$ cat src/verilog/odtc_regs.svh
`ifndef ODTC_REGS_SVH
`define ODTC_REGS_SVH

// command codes, upper nibble of the instruction word
`define ODTC_CMD_WRITE_N 4'h0
`define ODTC_CMD_UPDATE_N 4'h1
`define ODTC_CMD_WRITE_UPD_N 4'h3
`define ODTC_CMD_PD_N 4'h4
`define ODTC_CMD_PD_CHIP 4'h5
`define ODTC_CMD_SPAN_N 4'h6
`define ODTC_CMD_UPDATE_ALL 4'h9
`define ODTC_CMD_TOGGLE_SEL 4'hC
`define ODTC_CMD_GLOBAL_TGB 4'hD
`define ODTC_CMD_SPAN_ALL 4'hE
`define ODTC_CMD_NOP 4'hF

// instruction word layout
`define ODTC_WORD_W 32
`define ODTC_CMD_MSB 31
`define ODTC_CMD_LSB 28
`define ODTC_ADDR_MSB 27
`define ODTC_ADDR_LSB 24
`define ODTC_DATA_MSB 23
`define ODTC_DATA_LSB 8
`define ODTC_TSR_MSB 7
`define ODTC_TGB_BIT 0
`define ODTC_SPAN_MSB 2
`define ODTC_NUM_CH 8

// reset values
`define ODTC_TSR_RESET 8'h00
`define ODTC_TGB_RESET 1'b0
`define ODTC_SYNC_RESET 5'h0C

// synchronised pin positions
`define ODTC_PIN_SCK 0
`define ODTC_PIN_SDI 1
`define ODTC_PIN_CS 2
`define ODTC_PIN_ASYNC_LOAD_PIN 3
`define ODTC_PIN_TGP 4
`define ODTC_PIN_W 5

// timing
`define ODTC_CLK_PERIOD_NS 25
`define ODTC_PU_CHAN_NS 30000
`define ODTC_PU_CHIP_NS 35000
`define ODTC_PU_CHAN_CYC ((`ODTC_PU_CHAN_NS + `ODTC_CLK_PERIOD_NS - 1) / `ODTC_CLK_PERIOD_NS)
`define ODTC_PU_CHIP_CYC ((`ODTC_PU_CHIP_NS + `ODTC_CLK_PERIOD_NS - 1) / `ODTC_CLK_PERIOD_NS)
`define ODTC_PU_CNT_W 11

`endif

$ cat src/verilog/odtc_pkg.sv
`default_nettype none
`include "odtc_regs.svh"

package odtc_pkg;

    typedef enum logic [3:0] {
        CMD_WRITE_N = `ODTC_CMD_WRITE_N,
        CMD_UPDATE_N = `ODTC_CMD_UPDATE_N,
        CMD_WRITE_UPD_N = `ODTC_CMD_WRITE_UPD_N,
        CMD_PD_N = `ODTC_CMD_PD_N,
        CMD_PD_CHIP = `ODTC_CMD_PD_CHIP,
        CMD_SPAN_N = `ODTC_CMD_SPAN_N,
        CMD_UPDATE_ALL = `ODTC_CMD_UPDATE_ALL,
        CMD_TOGGLE_SEL = `ODTC_CMD_TOGGLE_SEL,
        CMD_GLOBAL_TGB = `ODTC_CMD_GLOBAL_TGB,
        CMD_SPAN_ALL = `ODTC_CMD_SPAN_ALL,
        CMD_NOP = `ODTC_CMD_NOP
    } odtc_cmd_t;

    typedef logic [`ODTC_NUM_CH-1:0][15:0] odtc_code_arr_t;
    typedef logic [`ODTC_NUM_CH-1:0][`ODTC_SPAN_MSB:0] odtc_span_arr_t;

    typedef struct packed {
        logic [`ODTC_PIN_W-1:0] meta;
        logic [`ODTC_PIN_W-1:0] stable;
    } odtc_sync_state_t;

    typedef struct packed {
        logic [`ODTC_WORD_W-1:0] shift;
        logic sdo;
        logic [`ODTC_PIN_W-1:0] prev;
        logic [`ODTC_NUM_CH-1:0] toggle_channel_select;
        logic global_toggle_bit;
        odtc_code_arr_t inA;
        odtc_code_arr_t inB;
        odtc_code_arr_t dac;
        odtc_span_arr_t spanIn;
        odtc_span_arr_t spanDac;
        logic [`ODTC_NUM_CH-1:0] chanDown;
        logic chipDown;
        logic [`ODTC_PU_CNT_W-1:0] puCount;
    } odtc_state_t;

endpackage

`default_nettype wire

$ cat src/verilog/odtc_sync.sv
`timescale 1ns/100ps
`default_nettype none
`include "odtc_regs.svh"

module odtc_sync (
    input wire logic clk,
    input wire logic reset,
    input wire logic [`ODTC_PIN_W-1:0] rawIn,
    output logic [`ODTC_PIN_W-1:0] syncOut
);
    import odtc_pkg::*;

    odtc_sync_state_t state_ff;
    odtc_sync_state_t nxt_state;

    // first stage feeds only the second stage
    always_comb begin
        nxt_state.meta = rawIn;
        nxt_state.stable = state_ff.meta;
    end

    always_ff @(posedge clk) begin
        if (reset) begin
            state_ff <= '{meta: `ODTC_SYNC_RESET, stable: `ODTC_SYNC_RESET};
        end else begin
            state_ff <= nxt_state;
        end
    end

    assign syncOut = state_ff.stable;

endmodule

`default_nettype wire

$ cat src/verilog/odtc_ctrl.sv
`timescale 1ns/100ps
`default_nettype none
`include "odtc_regs.svh"

// What this block does
// - command 1100b loads toggle select bits, data bit x selects channel x.
// - code write goes to register B if channel's select bit set, else A.
// - only channels with select bit set follow global toggle events.
// - toggles are edge triggered; steady levels cause no update.
// - command 1101b writes global toggle bit; falling edge loads A into selected DACs.
// - global toggle bit rising loads B into selected DACs while the toggle pin is high, A while it is low.
// - toggle pin falling edge loads A, rising edge loads B if global toggle bit set (else A), selected channels.
// - update-all or async load picks B where select bit, global toggle bit and toggle pin are all high, else A.
// - serial input reappears at serial output after 32 rising clocks, on falling edge.
// - serial output echoes the previous 32-bit instruction during each frame.
// - serial output released while chip-select/load is high.
// - command in shift register executes on chip-select/load rising edge.
// - command 1111 does nothing.
// - command 0100b powers down the addressed channel.
// - command 0101b powers down all channels and the reference.
// - power-down commands ignore the data field.
// - power-down leaves input, DAC and select registers intact.
// - any update powers the updated channel back up.
// - power-up takes 30 us from channel, 35 us from chip power-down.
// - select bits clear after reset.
// - update copies input code and span into the DAC register.
// - async load low with chip-select/load high updates all channels.
module odtc_ctrl (
    input wire logic clk,
    input wire logic reset,
    input wire logic sck,
    input wire logic sdi,
    input wire logic chipSelectLoad,
    input wire logic asyncLoadPin_n,
    input wire logic externalTogglePin,
    output logic sdoOut,
    output logic sdoOe,
    output odtc_pkg::odtc_code_arr_t dacCode,
    output odtc_pkg::odtc_span_arr_t dacSpan,
    output logic [`ODTC_NUM_CH-1:0] channelPowered,
    output logic referencePowered,
    output logic powerUpBusy
);
    import odtc_pkg::*;

    localparam int PU_CHAN_CYC = `ODTC_PU_CHAN_CYC;
    localparam int PU_CHIP_CYC = `ODTC_PU_CHIP_CYC;
    localparam odtc_state_t STATE_RESET = '{
        shift: '0,
        sdo: 1'b0,
        prev: `ODTC_SYNC_RESET,
        toggle_channel_select: `ODTC_TSR_RESET,
        global_toggle_bit: `ODTC_TGB_RESET,
        inA: '0,
        inB: '0,
        dac: '0,
        spanIn: '0,
        spanDac: '0,
        chanDown: '0,
        chipDown: 1'b0,
        puCount: '0
    };

    odtc_state_t state_ff;
    odtc_state_t nxt_state;
    logic [`ODTC_PIN_W-1:0] syn;
    logic sckRise;
    logic sckFall;
    logic csLow;
    logic csRise;
    logic csFall;
    logic ldacLow;
    logic ldacUpd;
    logic tgpHigh;
    logic tgpEdge;
    odtc_cmd_t cmd;
    logic [3:0] addr;
    logic [15:0] data;
    logic chanOk;
    logic [2:0] ch;
    logic [`ODTC_NUM_CH-1:0] nxtTsr;
    logic nxtTgb;
    logic tgbEvent;
    logic [`ODTC_NUM_CH-1:0] useB;
    logic [`ODTC_NUM_CH-1:0] cmdMask;
    logic [`ODTC_NUM_CH-1:0] updMask;
    logic wakeFromDown;

    // every pin crosses two flops before any logic sees it
    odtc_sync u_sync (
        .clk(clk),
        .reset(reset),
        .rawIn({externalTogglePin, asyncLoadPin_n, chipSelectLoad, sdi, sck}),
        .syncOut(syn)
    );

    assign sckRise = syn[`ODTC_PIN_SCK] & ~state_ff.prev[`ODTC_PIN_SCK];
    assign sckFall = ~syn[`ODTC_PIN_SCK] & state_ff.prev[`ODTC_PIN_SCK];
    assign csLow = ~syn[`ODTC_PIN_CS];
    assign csRise = syn[`ODTC_PIN_CS] & ~state_ff.prev[`ODTC_PIN_CS];
    assign csFall = ~syn[`ODTC_PIN_CS] & state_ff.prev[`ODTC_PIN_CS];
    assign ldacLow = ~syn[`ODTC_PIN_ASYNC_LOAD_PIN];
    assign ldacUpd = ldacLow & ~csLow;
    assign tgpHigh = syn[`ODTC_PIN_TGP];
    // pin resets low; a high idle pin gives one edge after reset, harmless while select bits are clear
    assign tgpEdge = syn[`ODTC_PIN_TGP] ^ state_ff.prev[`ODTC_PIN_TGP];

    // field split of the captured word
    assign cmd = odtc_cmd_t'(state_ff.shift[`ODTC_CMD_MSB:`ODTC_CMD_LSB]);
    assign addr = state_ff.shift[`ODTC_ADDR_MSB:`ODTC_ADDR_LSB];
    assign data = state_ff.shift[`ODTC_DATA_MSB:`ODTC_DATA_LSB];
    assign chanOk = addr < 4'(`ODTC_NUM_CH);
    assign ch = addr[2:0];

    assign nxtTsr = (csRise && cmd == CMD_TOGGLE_SEL) ? data[`ODTC_TSR_MSB:0] : state_ff.toggle_channel_select;
    assign nxtTgb = (csRise && cmd == CMD_GLOBAL_TGB) ? data[`ODTC_TGB_BIT] : state_ff.global_toggle_bit;
    assign tgbEvent = nxtTgb != state_ff.global_toggle_bit;

    // a channel reads B only when select, global bit and pin all agree
    assign useB = nxtTsr & {`ODTC_NUM_CH{nxtTgb & tgpHigh}};

    always_comb begin
        cmdMask = '0;
        if (csRise && chanOk && (cmd == CMD_UPDATE_N || cmd == CMD_WRITE_UPD_N)) begin
            cmdMask[ch] = 1'b1;
        end
        if (csRise && cmd == CMD_UPDATE_ALL) begin
            cmdMask = '1;
        end
    end

    // toggle events touch selected channels only
    assign updMask = cmdMask | {`ODTC_NUM_CH{ldacUpd}} | ((tgbEvent | tgpEdge) ? nxtTsr : '0);
    assign wakeFromDown = |(updMask & state_ff.chanDown);

    always_comb begin
        nxt_state = state_ff;
        nxt_state.prev = syn;
        if (csLow && sckRise) begin
            nxt_state.shift = {state_ff.shift[`ODTC_WORD_W-2:0], syn[`ODTC_PIN_SDI]};
        end
        // the old word is still whole at frame start, so it is echoed first
        if (csFall || (csLow && sckFall)) begin
            nxt_state.sdo = state_ff.shift[`ODTC_WORD_W-1];
        end
        nxt_state.toggle_channel_select = nxtTsr;
        nxt_state.global_toggle_bit = nxtTgb;
        if (csRise) begin
            case (cmd)
                CMD_WRITE_N, CMD_WRITE_UPD_N: begin
                    if (chanOk && state_ff.toggle_channel_select[ch]) begin
                        nxt_state.inB[ch] = data;
                    end else if (chanOk) begin
                        nxt_state.inA[ch] = data;
                    end
                end
                CMD_SPAN_N: begin
                    if (chanOk) begin
                        nxt_state.spanIn[ch] = data[`ODTC_SPAN_MSB:0];
                    end
                end
                CMD_SPAN_ALL: begin
                    nxt_state.spanIn = {`ODTC_NUM_CH{data[`ODTC_SPAN_MSB:0]}};
                end
                CMD_PD_N: begin
                    // data ignored; async load held low inhibits power-down
                    if (chanOk && !ldacLow) begin
                        nxt_state.chanDown[ch] = 1'b1;
                    end
                end
                CMD_PD_CHIP: begin
                    if (!ldacLow) begin
                        nxt_state.chanDown = '1;
                        nxt_state.chipDown = 1'b1;
                    end
                end
                CMD_NOP: begin
                end
                default: begin
                end
            endcase
        end
        // async load low wakes outputs whatever the chip select does
        if (ldacLow) begin
            nxt_state.chanDown = '0;
            nxt_state.chipDown = 1'b0;
        end
        for (int i = 0; i < `ODTC_NUM_CH; i++) begin
            if (updMask[i]) begin
                nxt_state.dac[i] = useB[i] ? nxt_state.inB[i] : nxt_state.inA[i];
                nxt_state.spanDac[i] = nxt_state.spanIn[i];
                nxt_state.chanDown[i] = 1'b0;
            end
        end
        if (|updMask) begin
            nxt_state.chipDown = 1'b0;
        end
        // one shared settle timer; the longer chip figure wins when the chip was down
        if (wakeFromDown) begin
            nxt_state.puCount = state_ff.chipDown ? `ODTC_PU_CNT_W'(PU_CHIP_CYC) : `ODTC_PU_CNT_W'(PU_CHAN_CYC);
        end else if (state_ff.puCount != '0) begin
            nxt_state.puCount = state_ff.puCount - `ODTC_PU_CNT_W'(1);
        end
    end

    always_ff @(posedge clk) begin
        if (reset) begin
            state_ff <= STATE_RESET;
        end else begin
            state_ff <= nxt_state;
        end
    end

    assign sdoOut = state_ff.sdo;
    assign sdoOe = csLow;
    assign dacCode = state_ff.dac;
    assign dacSpan = state_ff.spanDac;
    assign channelPowered = ~state_ff.chanDown;
    assign referencePowered = ~state_ff.chipDown;
    assign powerUpBusy = state_ff.puCount != '0;
endmodule

`default_nettype wire

$ cat config.mk
export PLATFORM = sky130hd
export DESIGN_NAME = odtc_ctrl
export DESIGN_NICKNAME = d
export VERILOG_FILES = /design/src/verilog/odtc_pkg.sv /design/src/verilog/odtc_sync.sv /design/src/verilog/odtc_ctrl.sv
export VERILOG_INCLUDE_DIRS = /design/src /design/src/verilog
export SDC_FILE = /design/constraint.sdc
export NUM_CORES = 1
export LEC_CHECK = 0
export ABC_AREA = 1
export ABC_CLOCK_PERIOD_IN_PS = 4760
export BUFFER_PORTS_ARGS = -buffer_cell sky130_fd_sc_hd__buf_2
export CAP_MARGIN = 5
export CORE_UTILIZATION = 65
export CTS_CLUSTER_DIAMETER = 80
export DETAILED_ROUTE_END_ITERATION = 16
export GPL_TIMING_DRIVEN = 0
export PLACE_DENSITY = 0.91
export SLEW_MARGIN = 10
export SYNTH_ARGS = -nofsm -noshare
export SYNTH_HDL_FRONTEND = slang
export SYNTH_SLANG_ARGS = --single-unit
$ cat constraint.sdc
create_clock -name clk -period 4.76 [get_ports clk]
set_input_delay 0.476 -clock clk [delete_from_list [all_inputs] [get_ports clk]]
set_output_delay 0.476 -clock clk [all_outputs]
set_load 0.03 [all_outputs]
# [Word-level counts from Yosys, hierarchy flattened]
# Cells that the tools add are included.
[op_classes] eq_ne=11 bitwise=20 n_addsub=1 magnitude_cmp=3 reduce_logical=29 muxes=37
[op_table] op="$mux W256" n=2
[op_table] op="$mux W128" n=3
[op_table] op="$bwmux W128" n=2
[op_table] op="$mux W16" n=9
[op_table] op="$demux W16 S3" n=1
[op_table] op="$mux W24" n=2
[op_table] op="$pmux W24 S2" n=1
[op_table] op="$mux W8" n=5
[op_table] op="$bwmux W24" n=1
[op_table] op="$or A8 B8 Y8" n=3
[op_table] op="$reduce_or A3 Y1" n=8
[op_table] op="$mux W11" n=2
[op_table] op="$and A8 B8 Y8" n=2
[op_table] op="$eq A4 B4 Y1 const B" n=4
[op_table] op="$pmux W8 S2" n=1
[op_table] op="$eq A4 B3 Y1 const B" n=3
[op_table] op="$reduce_bool A11 Y1" n=1
[op_table] op="$sub A11 B1 Y11 const B" n=1
[op_table] op="$logic_and A1 B1 Y1" n=10
[op_table] op="$reduce_or A10 Y1" n=1
[op_table] op="$demux W3 S3" n=1
[op_table] op="$mux W9" n=1
[op_table] op="$not A8 Y8" n=1
[op_table] op="$reduce_or A8 Y1" n=1
[op_table] op="21 further kinds" n=35
[word_totals] ff_bits=509 input_bits=7 output_inout_bits=164

# [Logic depth before layout (Yosys ltp)]
# Gate-level depths: netlist (run 1).
[depth] ltp_word=11 mapped_depth=17 depth_no_buf=16

# [Modules after synthesis]
# From an unflattened synthesis (run 1), not the netlist that was laid out.
[hier_totals] hier_cells=3110 hier_area_um2=22444.0
[by_module_without_submodules] mod="odtc_ctrl" area_per_inst_um2=22165.0 seq_area_each_um2=9949.5 cells_each=3079 n_inst=1
[by_module_without_submodules] mod="odtc_sync" area_per_inst_um2=279.0 seq_area_each_um2=200.2 cells_each=31 n_inst=1

# [Least setup slack after synthesis (run 1)]
# No wires, ideal clock.
[synth_path] path_type="register to register" from="register state_ff[0] in the netlist's numbering" to="register state_ff[9] in the netlist's numbering" path_slack_ns=2.615 arrival_time_ns=2.029 stages_incl_launch_ff=13 t_required_ns=4.644 synth_period_minus_slack_ns=2.145 path_cell_list="dfxtp_1 -> inv_1 -> ha_1 -> nand2_1 -> inv_1 -> nand2_1 -> nor3_1 -> nand4_1 -> nand2_1 -> nor2_1 -> nand2_1 -> xor2_1 -> nor2_1"
[synth_via] elab_cells_between_ends=5 classes_between="1 x add/sub; 2 x mux; 2 x reduce/logical"
[synth_lines] item="start, declared" line="odtc_ctrl.sv:64" rtl="odtc_state_t state_ff;"
[synth_lines] item="start signal, assigned" line="odtc_ctrl.sv:210" rtl="state_ff <= nxt_state;"
[synth_lines] item="$reduce_bool A11 Y1"
[synth_lines] item="via powerUpBusy" line="odtc_ctrl.sv:42" rtl="output logic powerUpBusy"
[synth_lines] item="$reduce_bool A2 Y1 (no source line)"
# The timed path passes the listed nets, and every way through them passes these cells. The select of a mux whose other input is x is not followed.
# A chain may end at the register's enable or synchronous reset.

# [Final worst setup path (run 1)]
[layout_path] from="register state_ff, in the netlist data[9]" to="register state_ff, in the netlist dacCode[105]"
[layout_via] elab_chain_cells=6 elab_cells_between_ends=8 classes_between="8 x mux"
[layout_lines] item="$bwmux W128" line="odtc_ctrl.sv:154" rtl="nxt_state.inA[ch] = data;"
[layout_lines] item="$mux W128" line="odtc_ctrl.sv:153" rtl="end else if (chanOk) begin"
[layout_lines] item="$mux W128" line="odtc_ctrl.sv:151" rtl="if (chanOk && state_ff.toggle_channel_select[ch]) begin"
[layout_lines] item="$mux W256 (*)" line="odtc_ctrl.sv:149" rtl="case (cmd)"
[layout_lines] item="$mux W256 (*)" line="odtc_ctrl.sv:148" rtl="if (csRise) begin"
[layout_lines] item="$mux W16 (*)" line="odtc_ctrl.sv:190" rtl="nxt_state.dac[i] = useB[i] ? nxt_state.inB[i] : nxt_state.inA[i];"
# Every way passes the cells marked *; elsewhere a longest branch is shown, timed or not.

==> results.md, run 1 <==
- Status: complete, no violations
- Reg power frac: 0.471
- Worst-case vdd ir drop: 0.269 mV
- First-pass GRT wire length: 104 mm
- Slowest CP cell: clkinv_1
- Initial Utilization: 0.660
- Vias: 21600
- Final number of setup-violating endpoints: 0
- Fill cell count: 2410
- Avg Cell Area, Syn: just over 7 sq um
- Setup WS post-layout: 1.74 ns
- WP data required: 5.26 ns
- Yosys cell types: 43
- Worst slew pin tran: ~1.4 ns
- H-tree Lvls: 2
- Via count of the first global-routing pass: 19900
- Setup slack, reg-to-reg: approximately 1.7 ns
- CTS Sinks: about 500
- Combinational share of power: 0.086
- Critical Path Start Type: flip-flop
- Routed wire length: a little under 70 mm
- Number of post-CTS setup repair buffers: 0
- Largest net degree at the start of global routing: 15
- Routed Antenna Nets: 0
- Sw Ratio: 0.242
- DRC: 0
- End of the worst register-to-register path: dacCode[105]
- P per Cell Area: approximately 370 nW/um^2
- Setup TNS: 0 ns
- # resized after CTS: 0
- Main flop type after synthesis: dfxtp_1
- Clock share of power: 0.443
- Slew headroom: 0.0451
- Critical Path End Type: flip-flop
- Min-delay src: chipSelectLoad
- Hold path cells: 2
- Vias per cell: ~5.7
- Fin nets: around 3300
- Initial DRC Count: 2742
- Worst-case clock buffer depth: 3
- Post-synth top area share: 0.460
- # IOs: 171
- Die ar.: around 35000 sq um
- Min Tclk post-route: around 3 ns
- Tcrit/Tclk final: 0.634
- Critical path, cell by cell: clkbuf_1 -> clkinv_1 -> o21ai_0 -> o21ai_0 -> a21oi_1
- Flops & latches, synth: between 500 and 600
- Fin. Hold Viols: 0
- Syn Nets: 3068
- Core Area: ~33000 sq um
- Data arrival time of the worst path: 3.52 ns
- # port buffers: 170
- Avg WL per Cell: 18.1 um
- Critical Path Fanout Max: 10
- Worst hold path type: in2reg
- Worst R2R Start: data[9]
- Layout cells sized above 1: 0.151
- Total net switching power: between 2000 and 2500 uW
- Critical path's most frequent cell: o21ai_0
- Final core occ: 0.753
- RSZ-0062 raised after global routing: no
- Clock-pin slew on the worst setup and hold paths: 0.06 ns
- Int Power: 7090 uW
- Cts hold-fix bufs: 0
- Detail Placement HPWL: about 47 mm
- Area growth syn-to-layout: 14.2%
- Hold Path End: u_sync.nxt_state[2]
- Max-slew violation count: 0
- Final Cell Area: 25200 sq um
- Critical path class: reg2reg
- Post-DP Area: 23500 sq um
- Antenna violations before repair: 0
- Max_cap viols: 0
- CP peak stage delay: 1.09 ns
- Synth cell count leaders: dfxtp_1, nor2_1, nand2_1
- Dominant cell type by area after synthesis: dfxtp_1
- Die Span Y: roughly 190 um
- Skew final: 0.0136 ns
- Synth Warn #: 0
- Async S/R FF share, synth: 0
- TritonCTS clock tree: done
- Reg2Reg Depth: 5
- Most common cell in the netlist: dfxtp_1
- TritonCTS buffer count: 49
- Placer Congestion: 0.995
- Leakage power: 0.0112 uW
- CTS Root Cell: clkbuf_16
- Clk_lat worst skew: 0.57 ns
- Drt pass-1 iters: 6
- Register area share after synthesis: 0.460
- Die Wd: 186 um
- Cell Rows: 67
- Synth top area cells: dfxtp_1, nor2_1, nand2_1, o21ai_0, inv_1
- Dpl ws: just over 2 ns
- Synthesized area: 22100 sq um
- Fmax: 331 MHz
- Total Power: a little over 9000 uW
- Mapped Cells: 3060
- GRT Overall Usage: 0.389
- EDFF count, synth: 0
- Grt ovf: 0
-- placed cells by master (no fill, tap or decap), types with 8 or more instances in the layout --
cell type,instances
clkbuf_1,136
o21ai_0,304
o21ai_1,173
o21bai_1,64
buf_2,215
clkbuf_8,18
nand4_1,8
buf_1,16
clkinv_1,14
a22oi_1,13
nand2_1,424
nor2_1,463
o21a_1,65
inv_2,12
buf_4,155
clkinv_2,9
inv_1,377
clkbuf_16,50
dfxtp_1,507
nand3_1,15
nand2_2,13
nor3_1,11
a21oi_1,204
-- cell families after synthesis --
kind of cell,Yosys count,share of synthesized area
and+or+nand+nor,952,0.170
AOI/OAI and AO/OA,840,0.209
buffers and inverters,752,0.157
DFF,507,0.460
xor gates and xnor gates,8,0.00318
adders and majority gates,1,0.000567
-- final cells by class --
type / count / area (sq um) / share of cell area
inverter: 404 / 1520 / 0.0602
timing repair buffer: 170 / 851 / 0.0338
clock inverter: 14 / 206 / 0.00819
tap: 448 / 561 / 0.0222
antenna: 1 / 2.50 / 0.0000993
multi-input combinational: 1801 / 8440 / 0.335
buffer: 348 / 1950 / 0.0775
clock buffer: 74 / 1520 / 0.0604
sequential: 507 / 10100 / 0.403
-- per-stage QoR --
step	instances	hold slack [ns]
final	3767	0.128
after global routing	3766	0.116
after CTS	3766	0.115
after detailed placement	3678	0.399
after global placement	3678	0.394
after floorplan	3060	0.388
-- power by group through the flow --
stage	clock network, uW	registers (uW)	logic (uW)
floorplan	0	4480	587
global placement	0	4490	756
detailed placement	0	4500	778
CTS	4130	4410	791
global route	4310	4420	862
finish	4150	4410	803
-- worst max path at each step --
stage / startpoint / endpoint / slack, ns / depth (start not counted)
6_report: data[9] / dacCode[105] / 1.74 / 5
5_1_grt: data[9] / dacCode[41] / 1.79 / 7
4_1_cts: state_ff[0] / powerUpBusy / 1.90 / 8
3_5_place_dp: addr[1] / dacCode[79] / 2.01 / 11
3_3_place_gp: reset / state_ff[441] / 2.06 / 5
2_1_floorplan: state_ff[0] / state_ff[9] / 2.62 / 12
-- critical path, delay by kind of cell, from the launching register on --
family	cells	cell delay, ns
compound gates	3	0.81
flops	1	0.31
buf+inv	2	1.83
-- state kept, by name, summed over array words and instances, names as in the netlist --
register,count
u_sync.nxt_state,5
sdoOut,1
dacSpan,24
state_ff,320
dacCode,128
addr,4
data,16
cmd,4
u_sync.syncOut,5
-- routing by layer --
layer	vias up	wire, um	part of all wire	track usage
met4	0	4990	0.073	0.262
met5	-	0	0	0
met2	1400	30100	0.44	0.621
met3	335	7820	0.11	0.0754
li1	9924	-	-	-
met1	9953	25400	0.37	0.478
Power figures use the tool's default switching activity.
==> run 2, diff against run 1 <==
--- a/config.mk
+++ b/config.mk
@@ -7,14 +7,14 @@
 export NUM_CORES = 1
 export LEC_CHECK = 0
 export ABC_AREA = 1
-export ABC_CLOCK_PERIOD_IN_PS = 4760
+export ABC_CLOCK_PERIOD_IN_PS = 2400
 export BUFFER_PORTS_ARGS = -buffer_cell sky130_fd_sc_hd__buf_2
 export CAP_MARGIN = 5
-export CORE_UTILIZATION = 65
+export CORE_UTILIZATION = 54
 export CTS_CLUSTER_DIAMETER = 80
 export DETAILED_ROUTE_END_ITERATION = 16
 export GPL_TIMING_DRIVEN = 0
-export PLACE_DENSITY = 0.91
+export PLACE_DENSITY = 0.82
 export SLEW_MARGIN = 10
 export SYNTH_ARGS = -nofsm -noshare
 export SYNTH_HDL_FRONTEND = slang
==> constraint.sdc (replaced) <==
create_clock -name clk -period 2.4 [get_ports clk]
set_input_delay 0.24 -clock clk [delete_from_list [all_inputs] [get_ports clk]]
set_output_delay 0.24 -clock clk [all_outputs]
set_load 0.03 [all_outputs]
==> results.md, run 2 (same netlist as run 1, synthesis figures left out) <==
- Met2 usage: 0.517
- Met3 track demand over resource: 0.0442
- TritonCTS buffer count: 52
- Most frequent cells in the layout: dfxtp_1, nor2_1, nand2_1
- CTS Sinks: 507
- Final Cell Area: about 26000 sq um
- Vias per cell: 5.40
- Worst-case vdd ir drop: 0.534 mV
- Grt ovf: 0
- Initial Utilization: 0.551
- P per Cell Area: a little over 700 nW/um^2
- DRC: 0
- Critical path class: reg2reg
- First-pass GRT wire length: 104 mm
- # port buffers: between 150 and 200
- Leakage power: roughly 0.011 uW
- Core Area: between 40000 and 50000 sq um
- Initial DRC Count: just over 2000
- Die Span Y: 204 um
- Worst hold path type: in2reg
- Status: complete, but fails checks
- Most Crowded Layer GR: met2
- Max FFs per register: 320
- Die Wd: 204 um
- GRT Overall Usage: 0.324
- Antenna violations before repair: 0
- # IOs: 171
- Fmax: 414 MHz
- Avg WL per Cell: 17.8 um
- CTS Root Cell: clkbuf_16
- Fin nets: 3302
- Failing checks: negative setup slack
- Die ar.: 41700 sq um
- Placer Congestion: between 1 and 1.5
- Tcrit/Tclk final: 1.01
- Detail Placement HPWL: 45.7 mm
- Reg with most FFs: state_ff
- Min Tclk post-route: 2.42 ns
- Met1 usage: 0.411
- Skew final: 0.0179 ns
- Worst-case clock buffer depth: 3
- Worst slew pin tran: 1.33 ns
- Setup WS post-layout: -0.0156 ns
- Data arrival time of the worst path: slightly below 3 ns
- Clk_lat worst skew: 0.60 ns
- Dpl ws: -0.508 ns
- Drt pass-1 iters: 5
- Fin. Hold Viols: 0
- Vias: roughly 21000
- Critical Path Start Type: flip-flop
- Critical Path Fanout Max: 10
- Final number of setup-violating endpoints: 3
- WP data required: roughly 2.9 ns
- Commonest non-fill, non-tap cell in the layout: dfxtp_1
- Cell Rows: 73
- Max-slew violation count: 0
- Routed wire length: 68.7 mm
- Slew headroom: 0.110
- Via count of the first global-routing pass: 18800
- Area growth syn-to-layout: 16.9%
- Critical Path End Type: flip-flop
- Layout cells sized above 1: 0.189
- Clock-pin slew on the worst setup and hold paths: around 0.060 ns
- Routed Antenna Nets: 0
- Max_cap viols: 0
- Ant. Diodes: 0
- Post-DP Area: 23600 sq um
- Largest net degree at the start of global routing: 14
- TritonCTS clock tree: done
- H-tree Lvls: 2
[run 2: cell count changes in the layout (fill, tap and decap cells not counted), moves of 8 or more]
cell      change
clkbuf_1     -49
clkbuf_4     +16
o21ai_0       -9
a21oi_1      -13
clkbuf_8      -8
a21oi_2      +13
buf_2         -8
clkinv_2      +9
buf_1        -11
buf_4        +20
clkinv_1      -9
clkbuf_2     +42
nor2_4        +8
nor2_1       -13
[run 2: worst paths after layout]
check / start / endpoint / slack (ns) / cells after the start
max: data[12] / dacCode[108] / -0.02 / 5
min: asyncLoadPin_n / u_sync.nxt_state[3] / 0.39 / 3
max reg2reg: data[12] / dacCode[108] / -0.02 / 5
min reg2reg: u_sync.nxt_state[2] / u_sync.syncOut[2] / 0.41 / 1
[run 2: cell type report]
| cell class | count | area, sq um |
|---|---|---|
| Clock buffer | 77 | 1520 |
| Inverter | 404 | 1550 |
| Timing Repair Buffer | 190 | 1010 |
| Sequential cell | 507 | 10200 |
| Multi-Input combinational cell | 1801 | 8690 |
| Buffer | 338 | 2060 |
| Fill cell | 3429 | 14200 |
| Tap cell | 525 | 657 |
| Clock inverter | 18 | 156 |
[run 2: worst max-delay path, cell delays in order (launching register included)]
cell      delay [ns]
dfxtp_1         0.30
clkbuf_1        0.73
clkinv_2        0.64
o21ai_0         0.36
o21ai_0         0.15
a21oi_1         0.14
[run 2: layer usage]
layer	routed length, um	share of wire
met5	0	0
met4	4570	0.066
met3	6560	0.096
met2	30600	0.45
met1	27000	0.39
[run 2: stage by stage]
step | setup TNS (ns) | hold WS (ns) | utilization | power (uW) | instances
global route | -0.347 | 0.395 | 0.645 | 18900 | 3860
CTS | 0 | 0.348 | 0.634 | 18300 | 3851
global placement | -31.86 | 0.391 | 0.589 | 10400 | 3755
detailed placement | -37.19 | 0.395 | 0.589 | 10500 | 3755
finish | -0.0251 | 0.386 | 0.645 | 18300 | 3860
floorplan | 0 | 0.344 | - | 10000 | 3060
[run 2: power by group]
part	switching, uW	internal [uW]	leakage [uW]	total (uW)
clock network	3390	4590	0.000827	7980
logic	1020	580	0.00654	1600
registers	143	8620	0.00411	8760
[run 2: what timing repair did]
item | 4_1_cts | 5_1_grt
setup endpoints to repair | 223 | 193
pin swaps | 2 | 8
gates resized for setup | 35 | 200
hold buffers | 5 | 0
hold endpoints to repair | 5 | 0
setup buffers | 3 | 12
